**src/hw/sms_pkg.sv**
```systemverilog
// package: register map, field positions, reset values and state types for the spi controller
package sms_pkg;

  // ****************************************
  // register map (byte addresses on apb)
  // ****************************************
  localparam logic [7:0] ADDR_CONTROL = 8'h00;
  localparam logic [7:0] ADDR_STATUS  = 8'h04;
  localparam logic [7:0] ADDR_DATA    = 8'h08;

  // ****************************************
  // control field positions
  // ****************************************
  localparam int CTL_IRQ_EN   = 7;
  localparam int CTL_PORT_EN  = 6;
  localparam int CTL_LSB_1ST  = 5;
  localparam int CTL_MASTER   = 4;
  localparam int CTL_CLOCK_POLARITY     = 3;
  localparam int CTL_CLOCK_PHASE     = 2;
  localparam int CTL_RATE_HI  = 1;
  localparam int CTL_RATE_LO  = 0;

  // ****************************************
  // status field positions and reset values
  // ****************************************
  localparam int STS_DONE     = 7;
  localparam int STS_WRITE_COLLISION_FLAG     = 6;
  localparam int STS_DBL      = 0;
  localparam logic [7:0] CONTROL_RST = 8'h00;
  localparam logic [7:0] STATUS_RST  = 8'h00;
  localparam int BITS_PER_XFER = 8;

  // ****************************************
  // types
  // ****************************************
  typedef enum logic [1:0] {ST_IDLE, ST_LEAD, ST_TRAIL} sms_phase_e;

  typedef struct packed {
    logic       sck;
    logic       mosi;
    logic       mosi_oe;
    logic       miso;
    logic       miso_oe;
    logic       sck_oe;
  } sms_pins_s;

  typedef struct packed {
    logic [7:0] control;
    logic       done;
    logic       write_collision_flag;
    logic       dbl;
    logic [7:0] shift;
    logic [7:0] rx_buf;
    logic [3:0] bit_cnt;
    logic [6:0] div_cnt;
    sms_phase_e phase;
    logic       in_bit;
    logic       sck_prev;
    logic       armed;
    logic       irq;
    logic       pready;
    logic [31:0] prdata;
    sms_pins_s  pins;
  } sms_state_s;

endpackage

```
**src/hw/sms_spi_ctrl.sv**
```systemverilog
// spi master/slave controller with apb register access
// Function
// - interrupt request while done flag, irq enable and global enable all set
// - no spi activity unless port enable bit is one
// - bit order one shifts lsb first, zero shifts msb first
// - master select one gives master mode, zero slave mode
// - master with slave select configured as input and driven low clears master select, sets done flag
// - polarity one idles sck high, zero idles sck low
// - phase zero samples leading edge; phase one samples trailing edge
// - rate bits set sck only in master mode
// - divisors 4,16,64,128 or with double speed 2,8,32,64
// - done flag set when one byte transfer finishes
// - done flag cleared when interrupt vector is acknowledged
// - status read with done set then data access clears done
// - data write during transfer sets write collision flag
// - status read with collision set then data access clears both flags
// - status bits five to one read zero and ignore writes
// - double speed in master mode gives two-clock shortest sck period
// - data write loads shifter and starts master transfer
// - data read returns receive buffer, not live shifter
// - slave select high in slave mode resets bit count and phase, shifter keeps its value
// - transmit single buffered, receive buffer overwritten by next byte
`timescale 1ns/1ps
module sms_spi_ctrl
(
  // clock and reset
  input  wire logic        clock_in,
  input  wire logic        rstn_in,
  // apb slave
  input  wire logic        psel_in,
  input  wire logic        penable_in,
  input  wire logic        pwrite_in,
  input  wire logic [7:0]  paddr_in,
  input  wire logic [31:0] pwdata_in,
  output logic             pready_out,
  output logic [31:0]      prdata_out,
  output logic             pslverr_out,
  // cpu side
  input  wire logic        global_irq_en_in,
  input  wire logic        irq_ack_in,
  output logic             irq_out,
  // spi pins
  input  wire logic        ss_n_in,
  input  wire logic        ss_is_input_in,
  input  wire logic        sck_in,
  input  wire logic        mosi_in,
  input  wire logic        miso_in,
  output logic             sck_out,
  output logic             sck_oe_out,
  output logic             mosi_out,
  output logic             mosi_oe_out,
  output logic             miso_out,
  output logic             miso_oe_out
);

  // ****************************************
  // state
  // ****************************************
  sms_pkg::sms_state_s s_q;
  sms_pkg::sms_state_s s_d;

  // half period of master sck in system clocks
  function automatic logic [6:0] half_div(input logic dbl, input logic [1:0] rate);
    logic [6:0] r;
    r = 7'h01;
    unique case (rate)
      2'b00: r = dbl ? 7'h01 : 7'h02;
      2'b01: r = dbl ? 7'h04 : 7'h08;
      2'b10: r = dbl ? 7'h10 : 7'h20;
      2'b11: r = dbl ? 7'h20 : 7'h40;
    endcase
    return r;
  endfunction

  function automatic logic out_bit(input logic lsb, input logic [7:0] sh);
    return lsb ? sh[0] : sh[7];
  endfunction

  function automatic logic [7:0] shift_in(input logic lsb, input logic [7:0] sh, input logic b);
    return lsb ? {b, sh[7:1]} : {sh[6:0], b};
  endfunction

  logic apb_acc;
  logic en;
  logic master;
  logic lsb;
  logic clock_polarity;
  logic clock_phase;
  logic busy;
  logic sck_lead;
  logic sck_trail;
  logic lead_now;
  logic trail_now;
  logic [7:0] status_rd;
  logic       smp;

  assign apb_acc = psel_in && penable_in && s_q.pready;
  assign en      = s_q.control[sms_pkg::CTL_PORT_EN];
  assign master  = s_q.control[sms_pkg::CTL_MASTER];
  assign lsb     = s_q.control[sms_pkg::CTL_LSB_1ST];
  assign clock_polarity    = s_q.control[sms_pkg::CTL_CLOCK_POLARITY];
  assign clock_phase    = s_q.control[sms_pkg::CTL_CLOCK_PHASE];
  assign busy    = s_q.phase != sms_pkg::ST_IDLE;
  // reserved bits 5..1 are constant zero
  assign status_rd = {s_q.done, s_q.write_collision_flag, 5'h00, s_q.dbl};
  // slave edges from the raw pin; the master keeps sck slow enough
  assign sck_lead  = (sck_in != s_q.sck_prev) && (sck_in != clock_polarity);
  assign sck_trail = (sck_in != s_q.sck_prev) && (sck_in == clock_polarity);

  // ****************************************
  // next state
  // ****************************************
  always_comb
  begin
    s_d = s_q;
    lead_now  = 1'b0;
    trail_now = 1'b0;
    smp       = 1'b0;
    s_d.sck_prev = sck_in;
    s_d.pready   = psel_in && !penable_in;

    // read word captured in setup so it stands together with pready
    if (psel_in && !penable_in && !pwrite_in)
    begin
      unique case (paddr_in)
        sms_pkg::ADDR_CONTROL: s_d.prdata = {24'h000000, s_q.control};
        sms_pkg::ADDR_STATUS:  s_d.prdata = {24'h000000, status_rd};
        sms_pkg::ADDR_DATA:    s_d.prdata = {24'h000000, s_q.rx_buf};
        default:               s_d.prdata = 32'h00000000;
      endcase
    end

    // apb
    if (apb_acc)
    begin
      // arm only if the word software saw carried a flag
      if (paddr_in == sms_pkg::ADDR_STATUS && !pwrite_in &&
          (s_q.prdata[sms_pkg::STS_DONE] || s_q.prdata[sms_pkg::STS_WRITE_COLLISION_FLAG]))
        s_d.armed = 1'b1;
      if (paddr_in == sms_pkg::ADDR_DATA && s_q.armed)
      begin
        s_d.done  = 1'b0;
        s_d.write_collision_flag  = 1'b0;
        s_d.armed = 1'b0;
      end
      if (pwrite_in && paddr_in == sms_pkg::ADDR_CONTROL)
        s_d.control = pwdata_in[7:0];
      if (pwrite_in && paddr_in == sms_pkg::ADDR_STATUS)
        s_d.dbl = pwdata_in[sms_pkg::STS_DBL];
      if (pwrite_in && paddr_in == sms_pkg::ADDR_DATA)
      begin
        if (busy)
          s_d.write_collision_flag = 1'b1;
        else
        begin
          s_d.shift   = pwdata_in[7:0];
          s_d.bit_cnt = 4'h0;
          if (en && master)
          begin
            s_d.phase   = sms_pkg::ST_LEAD;
            s_d.div_cnt = 7'h00;
          end
        end
      end
    end
    if (irq_ack_in)
      s_d.done = 1'b0;

    // shifting
    if (!en)
    begin
      s_d.phase   = sms_pkg::ST_IDLE;
      s_d.bit_cnt = 4'h0;
    end
    else if (master && ss_is_input_in && !ss_n_in)
    begin
      s_d.control[sms_pkg::CTL_MASTER] = 1'b0;
      s_d.phase = sms_pkg::ST_IDLE;
      s_d.done  = 1'b1;
      s_d.bit_cnt = 4'h0;
    end
    else if (master)
    begin
      if (busy)
      begin
        if (s_q.div_cnt + 7'h01 >= half_div(s_q.dbl, s_q.control[1:0]))
        begin
          s_d.div_cnt = 7'h00;
          if (s_q.phase == sms_pkg::ST_LEAD)
          begin
            lead_now = 1'b1;
            s_d.phase = sms_pkg::ST_TRAIL;
          end
          else
            trail_now = 1'b1;
        end
        else
          s_d.div_cnt = s_q.div_cnt + 7'h01;
      end
    end
    else if (ss_n_in)
    begin
      s_d.bit_cnt = 4'h0;
      s_d.phase   = sms_pkg::ST_IDLE;
    end
    else
    begin
      lead_now  = sck_lead;
      trail_now = sck_trail;
      if (lead_now && !busy)
        s_d.phase = sms_pkg::ST_TRAIL;
    end

    // data movement on edges
    if (lead_now)
    begin
      if (clock_phase)
        s_d.pins.mosi = out_bit(lsb, s_q.shift);
      else
        s_d.in_bit = master ? miso_in : mosi_in;
    end
    if (trail_now)
    begin
      smp = clock_phase ? (master ? miso_in : mosi_in) : s_q.in_bit;
      s_d.shift   = shift_in(lsb, s_q.shift, smp);
      s_d.bit_cnt = s_q.bit_cnt + 4'h1;
      if (master)
        s_d.phase = sms_pkg::ST_LEAD;
      if (s_q.bit_cnt == 4'(sms_pkg::BITS_PER_XFER - 1))
      begin
        s_d.rx_buf  = shift_in(lsb, s_q.shift, smp);
        s_d.done    = 1'b1;
        s_d.phase   = sms_pkg::ST_IDLE;
        s_d.bit_cnt = 4'h0;
      end
    end

    // pins
    s_d.pins.sck_oe  = en && master;
    s_d.pins.mosi_oe = en && master;
    s_d.pins.miso_oe = en && !master && !ss_n_in;
    if (!busy || !en || !master)
      s_d.pins.sck = clock_polarity;
    else if (lead_now)
      s_d.pins.sck = !clock_polarity;
    else if (trail_now)
      s_d.pins.sck = clock_polarity;
    // setup bit: first bit ready before leading edge when phase is zero
    if (!clock_phase && (!busy || trail_now))
    begin
      s_d.pins.mosi = out_bit(lsb, s_d.shift);
      s_d.pins.miso = out_bit(lsb, s_d.shift);
    end
    else if (clock_phase && lead_now)
      s_d.pins.miso = out_bit(lsb, s_q.shift);
    s_d.irq = s_d.done && s_d.control[sms_pkg::CTL_IRQ_EN] && global_irq_en_in;
  end

  always_ff @(posedge clock_in or negedge rstn_in)
  begin
    if (!rstn_in)
    begin
      s_q <= '0;
      s_q.control <= sms_pkg::CONTROL_RST;
    end
    else
      s_q <= s_d;
  end

  assign pready_out  = s_q.pready;
  assign prdata_out  = s_q.prdata;
  assign pslverr_out = 1'b0;
  assign irq_out     = s_q.irq;
  assign sck_out     = s_q.pins.sck;
  assign sck_oe_out  = s_q.pins.sck_oe;
  assign mosi_out    = s_q.pins.mosi;
  assign mosi_oe_out = s_q.pins.mosi_oe;
  assign miso_out    = s_q.pins.miso;
  assign miso_oe_out = s_q.pins.miso_oe;

  // ****************************************
  // assertions
  // ****************************************
  irq_gating_a: assert property (@(posedge clock_in) disable iff (!rstn_in)
    irq_out |-> $past(s_d.done && s_d.control[7])) else $error("irq without done");
  disabled_quiet_a: assert property (@(posedge clock_in) disable iff (!rstn_in)
    !en |=> !busy) else $error("busy while disabled");
  mode_fault_a: assert property (@(posedge clock_in) disable iff (!rstn_in)
    (en && master && ss_is_input_in && !ss_n_in) |=> (!master && s_q.done))
    else $error("mode fault not taken");
  irq_quiet_a: assert property (@(posedge clock_in) disable iff (!rstn_in)
    !s_q.done |-> !irq_out) else $error("irq without flag");
  disabled_pins_a: assert property (@(posedge clock_in) disable iff (!rstn_in)
    !en |=> (!sck_oe_out && !mosi_oe_out && !miso_oe_out)) else $error("pins driven");
  status_read_a: assert property (@(posedge clock_in) disable iff (!rstn_in)
    (psel_in && !penable_in && !pwrite_in && paddr_in == sms_pkg::ADDR_STATUS)
    |=> (prdata_out[5:1] == 5'h00 && prdata_out[31:8] == 24'h000000))
    else $error("status reserved bits");
  unmapped_read_a: assert property (@(posedge clock_in) disable iff (!rstn_in)
    (psel_in && !penable_in && !pwrite_in && paddr_in != sms_pkg::ADDR_CONTROL &&
     paddr_in != sms_pkg::ADDR_STATUS && paddr_in != sms_pkg::ADDR_DATA)
    |=> prdata_out == 32'h00000000) else $error("unmapped read");
  read_buffer_a: assert property (@(posedge clock_in) disable iff (!rstn_in)
    (psel_in && !penable_in && !pwrite_in && paddr_in == sms_pkg::ADDR_DATA)
    |=> prdata_out[7:0] == $past(s_q.rx_buf)) else $error("data read source");
  clear_flags_a: assert property (@(posedge clock_in) disable iff (!rstn_in)
    (apb_acc && paddr_in == sms_pkg::ADDR_DATA && s_q.armed && !(pwrite_in && busy))
    |=> !s_q.write_collision_flag) else $error("collision not cleared");
  clear_done_a: assert property (@(posedge clock_in) disable iff (!rstn_in)
    (apb_acc && paddr_in == sms_pkg::ADDR_DATA && s_q.armed && !trail_now &&
     !(en && master && ss_is_input_in && !ss_n_in)) |=> !s_q.done)
    else $error("done not cleared");

  // ****************************************
  // assertions: shifting
  // ****************************************
  idle_level_a: assert property (@(posedge clock_in) disable iff (!rstn_in)
    (!busy && $past(!busy) && $stable(clock_polarity) && sck_oe_out) |-> sck_out == clock_polarity)
    else $error("sck idle level");
  master_pins_a: assert property (@(posedge clock_in) disable iff (!rstn_in)
    (en && master) |=> (sck_oe_out && mosi_oe_out)) else $error("master pins off");
  rate_slave_a: assert property (@(posedge clock_in) disable iff (!rstn_in)
    !master |=> $stable(s_q.div_cnt)) else $error("divider runs in slave");
  done_last_a: assert property (@(posedge clock_in) disable iff (!rstn_in)
    (trail_now && s_q.bit_cnt == 4'(sms_pkg::BITS_PER_XFER - 1)) |=> s_q.done)
    else $error("done not set");
  ack_clear_a: assert property (@(posedge clock_in) disable iff (!rstn_in)
    (irq_ack_in && !trail_now && !(en && master && ss_is_input_in && !ss_n_in))
    |=> !s_q.done) else $error("ack did not clear");
  load_start_a: assert property (@(posedge clock_in) disable iff (!rstn_in)
    (apb_acc && pwrite_in && paddr_in == sms_pkg::ADDR_DATA && !busy && en && master &&
     !(ss_is_input_in && !ss_n_in)) |=> (busy && s_q.shift == $past(pwdata_in[7:0])))
    else $error("write did not start");
  slave_miso_a: assert property (@(posedge clock_in) disable iff (!rstn_in)
    (!master && ss_n_in) |=> !miso_oe_out) else $error("miso driven deselected");
  reserved_zero_a: assert property (@(posedge clock_in) disable iff (!rstn_in)
    status_rd[5:1] == 5'h00) else $error("reserved bits set");
  collision_a: assert property (@(posedge clock_in) disable iff (!rstn_in)
    (apb_acc && pwrite_in && paddr_in == sms_pkg::ADDR_DATA && busy) |=> s_q.write_collision_flag)
    else $error("collision missed");
  fast_period_a: assert property (@(posedge clock_in) disable iff (!rstn_in)
    (busy && master && s_q.dbl && s_q.control[1:0] == 2'b00 && lead_now) |=> trail_now)
    else $error("double speed period");
  slave_reset_a: assert property (@(posedge clock_in) disable iff (!rstn_in)
    (en && !master && ss_n_in) |=> s_q.bit_cnt == 4'h0) else $error("slave not reset");
  eight_bits_a: assert property (@(posedge clock_in) disable iff (!rstn_in)
    $rose(s_q.done) && !$past(irq_ack_in) |-> s_q.bit_cnt == 4'h0) else $error("bit count");
  cov_master_c: cover property (@(posedge clock_in) disable iff (!rstn_in)
    master && $rose(s_q.done));
  cov_slave_c: cover property (@(posedge clock_in) disable iff (!rstn_in)
    !master && $rose(s_q.done));
  cov_write_collision_flag_c: cover property (@(posedge clock_in) disable iff (!rstn_in) $rose(s_q.write_collision_flag));
  cov_fault_c: cover property (@(posedge clock_in) disable iff (!rstn_in)
    $fell(master) && s_q.done);
  cov_slave_rst_c: cover property (@(posedge clock_in) disable iff (!rstn_in)
    en && !master && $rose(ss_n_in));

endmodule // sms_spi_ctrl

```
**config.mk**
```make
export PLATFORM = sky130hd
export DESIGN_NAME = sms_spi_ctrl
export DESIGN_NICKNAME = d
export VERILOG_FILES = /design/src/hw/sms_pkg.sv /design/src/hw/sms_spi_ctrl.sv
export SDC_FILE = /design/constraint.sdc
export NUM_CORES = 1
export LEC_CHECK = 0
export ABC_AREA = 0
export BUFFER_PORTS_ARGS = -buffer_cell sky130_fd_sc_hd__buf_2
export CAP_MARGIN = 25
export CORE_ASPECT_RATIO = 0.7
export CORE_MARGIN = 10
export CORE_UTILIZATION = 33
export CTS_CLUSTER_DIAMETER = 50
export DETAILED_ROUTE_END_ITERATION = 6
export PLACE_DENSITY = 0.57
export SYNTH_ARGS = -nofsm -noshare
export SYNTH_HDL_FRONTEND = slang
export SYNTH_SLANG_ARGS = --single-unit
```
**constraint.sdc**
```tcl
create_clock -name clock_in -period 8.1 [get_ports clock_in]
set_input_delay 0.81 -clock clock_in [delete_from_list [all_inputs] [get_ports clock_in]]
set_output_delay 0.81 -clock clock_in [all_outputs]
set_load 0.005 [all_outputs]
```
== Yosys cells after proc, flatten, opt, wreduce, memory -nomap -nowiden ==
Cells that the tools add are included.

* Word-level logic and storage cells: 167
* Latch bits: 0
* RAM bits: 0
* ROM bits: 0
* Output and inout bits: 41
* Memories kept: 0
* Bits in registers: 82

* Div/mod/pow operators: 0
* Shift operators: 0
* Bitwise gates (word level): 1
* Reduce and logical (&&, ||, !) cells: 51
* Add/subtract/negate cells: 2
* Multiplexer cells: 79
* Multiply operators: 0
* $lt $le $gt $ge: 1
* Equal/unequal tests: 11

{| class="wikitable"
|+ Operator list
! operator !! number
|-
| $mux 7 || 9
|-
| $mux 13 || 3
|-
| $mux 1 || 38
|-
| $mux 8 || 4
|-
| $pmux 7 s4 || 1
|-
| $mux 2 || 12
|-
| $pmux 8 s3 || 1
|-
| $logic_and 1x1->1 || 22
|-
| $mux 20 || 1
|-
| $mux 4 || 5
|-
| $mux 19 || 1
|-
| $mux 9 || 2
|-
| $reduce_bool 2->1 || 7
|-
| $mux 12 || 1
|-
| $reduce_and 2->1 || 6
|-
| $eq 8x3->1 const B || 1
|-
| $eq 8x4->1 const B || 1
|-
| $logic_not 1->1 || 8
|-
| $logic_not 8->1 || 1
|-
| $add 7x1->7 const B || 1
|-
| $ge 7x7->1 || 1
|-
| $mux 6 || 1
|-
| $add 4x1->4 const B || 1
|-
| $eq 2x1->1 const B || 2
|-
| other kinds (10) || 15
|}

== Logic depth before layout (Yosys ltp) ==
* Word-level depth: 16
* Gate-level depth with buffers: 12
* Depth with buffers taken out: 11

== Worst setup path after synthesis ==
OpenSTA, ideal clock, no wires.

* Path type: input-to-reg
* Start point: in paddr_in[1]
* End point: reg s_q, in the netlist mosi_out
* Cell stages on the path: 6
* Setup slack: 5228 ps
* Required time: 7970 ps
* Library setup time: 130 ps
* Arrival time: 2742 ps
* Cell sequence: or4_4 > or4_4 > nor2_8 > mux2_2 > a311oi_1 > o22ai_1

* Cells in the longest elaborated chain, start to end: 7

{| class="wikitable"
|+ RTL lines
! element !! RTL line !! text
|-
| from (decl) || sms_spi_ctrl.sv:33 || <nowiki>input wire logic [7:0] paddr_in,</nowiki>
|-
| $eq 8x4->1 || sms_spi_ctrl.sv:150 || <nowiki>if (pwrite_in && paddr_in == sms_pkg::ADDR_DATA)</nowiki>
|-
| $logic_and 1x1->1 || sms_spi_ctrl.sv:150 ||
|-
| $mux 8 || sms_spi_ctrl.sv:150 ||
|-
| $mux 19 || sms_spi_ctrl.sv:134 || <nowiki>if (apb_acc)</nowiki>
|-
| $mux 20 || sms_spi_ctrl.sv:222 || <nowiki>if (trail_now)</nowiki>
|-
| $mux 1 || sms_spi_ctrl.sv:76 || <nowiki>return lsb ? sh[0] : sh[7];</nowiki>
|-
| $mux 1 || sms_spi_ctrl.sv:249 || <nowiki>if (!clock_phase && (!busy || trail_now))</nowiki>
|-
| to (decl) || sms_spi_ctrl.sv:59 || <nowiki>sms_pkg::sms_state_s s_q;</nowiki>
|}

No other way between the ends. The select of a mux whose other input is x is not followed.
A chain may end at the register's enable or synchronous reset.

== Final worst setup path ==
* Start point: reg s_q[45] (netlist name)
* End point: reg s_q, in the netlist sck_out

* Cells in the longest elaborated chain, start to end: 9

{| class="wikitable"
|+ RTL lines
! element !! RTL line !! text
|-
| $add 7x1->7 * || sms_spi_ctrl.sv:186 || <nowiki>if (s_q.div_cnt + 7'h01 >= half_div(s_q.dbl, s_q.control[1:0]))</nowiki>
|-
| $ge 7x7->1 * || sms_spi_ctrl.sv:186 ||
|-
| $mux 1 || sms_spi_ctrl.sv:186 ||
|-
| $mux 1 || sms_spi_ctrl.sv:184 || <nowiki>if (busy)</nowiki>
|-
| $mux 1 || sms_spi_ctrl.sv:182 || <nowiki>else if (master)</nowiki>
|-
| $mux 1 || sms_spi_ctrl.sv:175 || <nowiki>else if (master && ss_is_input_in && !ss_n_in)</nowiki>
|-
| $mux 1 || sms_spi_ctrl.sv:170 || <nowiki>if (!en)</nowiki>
|-
| $mux 1 || sms_spi_ctrl.sv:244 || <nowiki>else if (lead_now)</nowiki>
|-
| $mux 1 || sms_spi_ctrl.sv:242 || <nowiki>if (!busy || !en || !master)</nowiki>
|}

Mark *: on every way between the ends. The rest lies on a longest branch, timed or not.

==> impl_metrics.tcl <==
set metrics [dict create \
    path_cells "ha_1 > nand2_1 > nor2_1 > xor2_1 > ha_1 > a21oi_1 > o21ai_0 > a21oi_1 > o31ai_1 > or4b_2 > nand3_1" \
    slew_headroom 0.406 \
    ys.flop_type "dfrtp_1" \
    ctsHoldBuffers 0 \
    dpl_cell_area_um2 3560 \
    critPathArrivalTime_ns 3.68 \
    syn_area_um2 3400 \
    wl_per_cell_um 15.7 \
    cts_buffers 9 \
    cts_tree "done" \
    synthArstFlopShare 1.00 \
    setup_viol 0 \
    finalCritPeriodShare 0.422 \
    cp-start-kind "register" \
    place_hpwl_um 6220 \
    rr_worst_depth 11 \
    slew_viol_final 0 \
    crit_required_ns 8.36 \
    clock-sinks 57 \
    drtIter0Drc 144 \
    finClkSkew_ns 0.00635 \
    peakVddDrop_mv 0.0865 \
    clk_latency_ns 0.33 \
    die_area_um2 14800 \
    globalRouteMet3Util 0.0457 \
    drt_first_pass_iters 4 \
    hold_class "register to register" \
    grt_max_degree 58 \
    synth_cell_type_count 52 \
    initial_core_util 0.344 \
    yosys-top-cells-area "dfrtp_1 (42%), buf_4 (7.7%), mux2i_1 (7.7%)" \
    period_minus_slack_ns 3.42 \
    rsz0062_at_grt "false" \
    ant_nets 0 \
    final-hold-violation-count 0 \
    cts_max_level 3 \
    syn2layout_area_growth_pct 13.6 \
    syn_avg_cell_area_um2 9.52 \
    yosysTopAreaCell "dfrtp_1" \
    fp-row-count 30 \
    seq_area_frac_synth 0.420 \
    fin_setup_tns_ns 0 \
    cts_post_setup_buffers_inserted 0 \
    overflow 0 \
    worst-setup-path-type "register to register" \
    ys_warn_count 0 \
    nets 452 \
    synth_top_area_share 0.420 \
    met2_usage 0.159 \
    crit_start "s_q[45]" \
    met1_usage 0.151 \
    top_usage_layer "met2" \
    gp_congestion 0.812 \
    crit_end "sck_out" \
    r2r_end "sck_out" \
    path_clk_slew_ns 0.05 \
    antennaDiodeCount 0 \
    layout-drive-gt1-share 0.220 \
    critPathMaxFanout 8 \
    status "finished clean" \
    die_w_um 141 \
    ios 93 \
    cts_root_buf "clkbuf_16" \
    reg2reg_from "s_q[45]" \
    post-route-util 0.391 \
    cpMaxStageDelayCell "or4b_2" \
    wirelength_um 8220 \
    grt_pass1_wl_um 13500 \
    worst_path_largest_cell_delay_ns 0.69 \
    cts_resized 0 \
    cts_max_path_buffers 2 \
    route.detailed.drc 0 \
    synth_edf_count 0 \
    grt_antenna_before_repair 0 \
    vias 2556 \
    power_uw 704 \
    synthCells 357 \
    cap_violations 0 \
    endpoint_kind "register" \
    fp.dieH_um 105 \
    final_cell_area_um2 3860 \
    grt_pass1_vias 2554 \
    cellPowerDensity_nw_per_um2 182 \
    r2r_slack_ns 4.68 \
    ys_seq_elements 57 \
    track_usage 0.113 \
    portBuffers 43 \
    design.core.area_um2 9870 \
    worst_pin_slew_ns 0.887 \
    vias_per_cell 4.89 \
    holdPathStages 2 \
    max_freq_mhz 292 \
    p_leak_nw 1.96 \
]
[layout by cell type, fill, tap and decap left out, drive strengths merged, types with 2 or more instances in the layout]
cell type / count
buf: 46
nand2b: 4
a21o: 2
nor2b: 4
a21oi: 24
or4: 2
a31oi: 3
nor3b: 3
nor3: 3
ha: 9
o21ai: 20
nand2: 34
or2: 3
nor2: 30
xnor2: 3
mux2: 17
inv: 16
mux2i: 26
xor2: 3
dfrtp: 57
nand3b: 4
and2: 2
nand3: 12
clkbuf: 12
o211ai: 2
clkinv: 2
a22o: 6
conb: 25
or3: 4
[worst min path at each step]
stage             startpoint       endpoint  slack (ns)
2_1_floorplan        s_q[73]        s_q[73]        0.45
3_3_place_gp         s_q[73]        s_q[73]        0.46
3_5_place_dp   prdata_out[0]  prdata_out[0]        0.47
4_1_cts        prdata_out[0]  prdata_out[0]        0.48
5_1_grt        prdata_out[0]  prdata_out[0]        0.50
6_report       prdata_out[0]  prdata_out[0]        0.47
[routing by layer]
layer | vias to the layer above | routed length [µm] | part of all wire
met2 | 72 | 3580 | 0.44
met4 | 0 | 85 | 0.010
li1 | 1249 | - | -
met1 | 1227 | 4020 | 0.49
met5 | - | 0 | 0
met3 | 8 | 536 | 0.065
[worst max-delay path: cells and delay by family, from the launching register on]
kind	cells	cell delay [ns]
AOI/OAI and AO/OA	4	1.14
xor gates and xnor gates	1	0.21
adders and majority gates	2	0.56
DFF	1	0.44
and+or+nand+nor	4	1.01
[Yosys cell counts, types with 6 or more instances]
cell      number
clkbuf_1       7
mux2i_1       26
buf_4         35
nand2_1       34
nor2_1        29
inv_1         16
nand3_1       12
a22o_1         6
o21ai_0       19
ha_1           9
mux2_2        17
dfrtp_1       57
a21oi_1       24
[cell type report]
type                       count  area [µm²]
clock buffer                  12         256
clock inverter                 3        40.0
fill                        1003        6010
inverter                      16        60.1
multi-input combinational    261        1680
sequential                    57        1430
tap                          128         160
timing repair buffer          46         238
[per-stage QoR]
step,instances,worst slack (ns),hold WS [ns]
after floorplan,381,5.23,0.448
after global placement,508,4.69,0.462
after detailed placement,508,4.73,0.469
after CTS,523,4.73,0.480
after global routing,523,4.47,0.500
final,523,4.68,0.470
[sequential cells by signal (all words and copies together), names as in the netlist]
register,cells
s_q,38
prdata_out,8
clock_phase,1
clock_polarity,1
en,1
irq_out,1
lsb,1
master,1
miso_oe_out,1
mosi_out,1
pready_out,1
sck_oe_out,1
sck_out,1
[where the power goes]
group	switching, mW	internal, mW	leakage [nW]	total [mW]
clock	0.127	0.251	0.148	0.378
combinational	0.0222	0.0125	1.07	0.0348
sequential	0.00300	0.288	0.738	0.291
total	0.152	0.552	1.96	0.704
[kinds of logic (layout without fill, tap and decap cells)]
family / after synthesis / in the layout / share of synthesized area
AOI/OAI and AO/OA: 68 / 68 / 0.121
xor gates and xnor gates: 6 / 6 / 0.0155
adders and majority gates: 9 / 9 / 0.0331
buffers and inverters: 63 / 77 / 0.113
DFF: 57 / 57 / 0.420
muxes: 43 / 43 / 0.133
other: 1 / 25 / 0.00110
and+or+nand+nor: 110 / 110 / 0.165
Power figures use the tool's default switching activity.
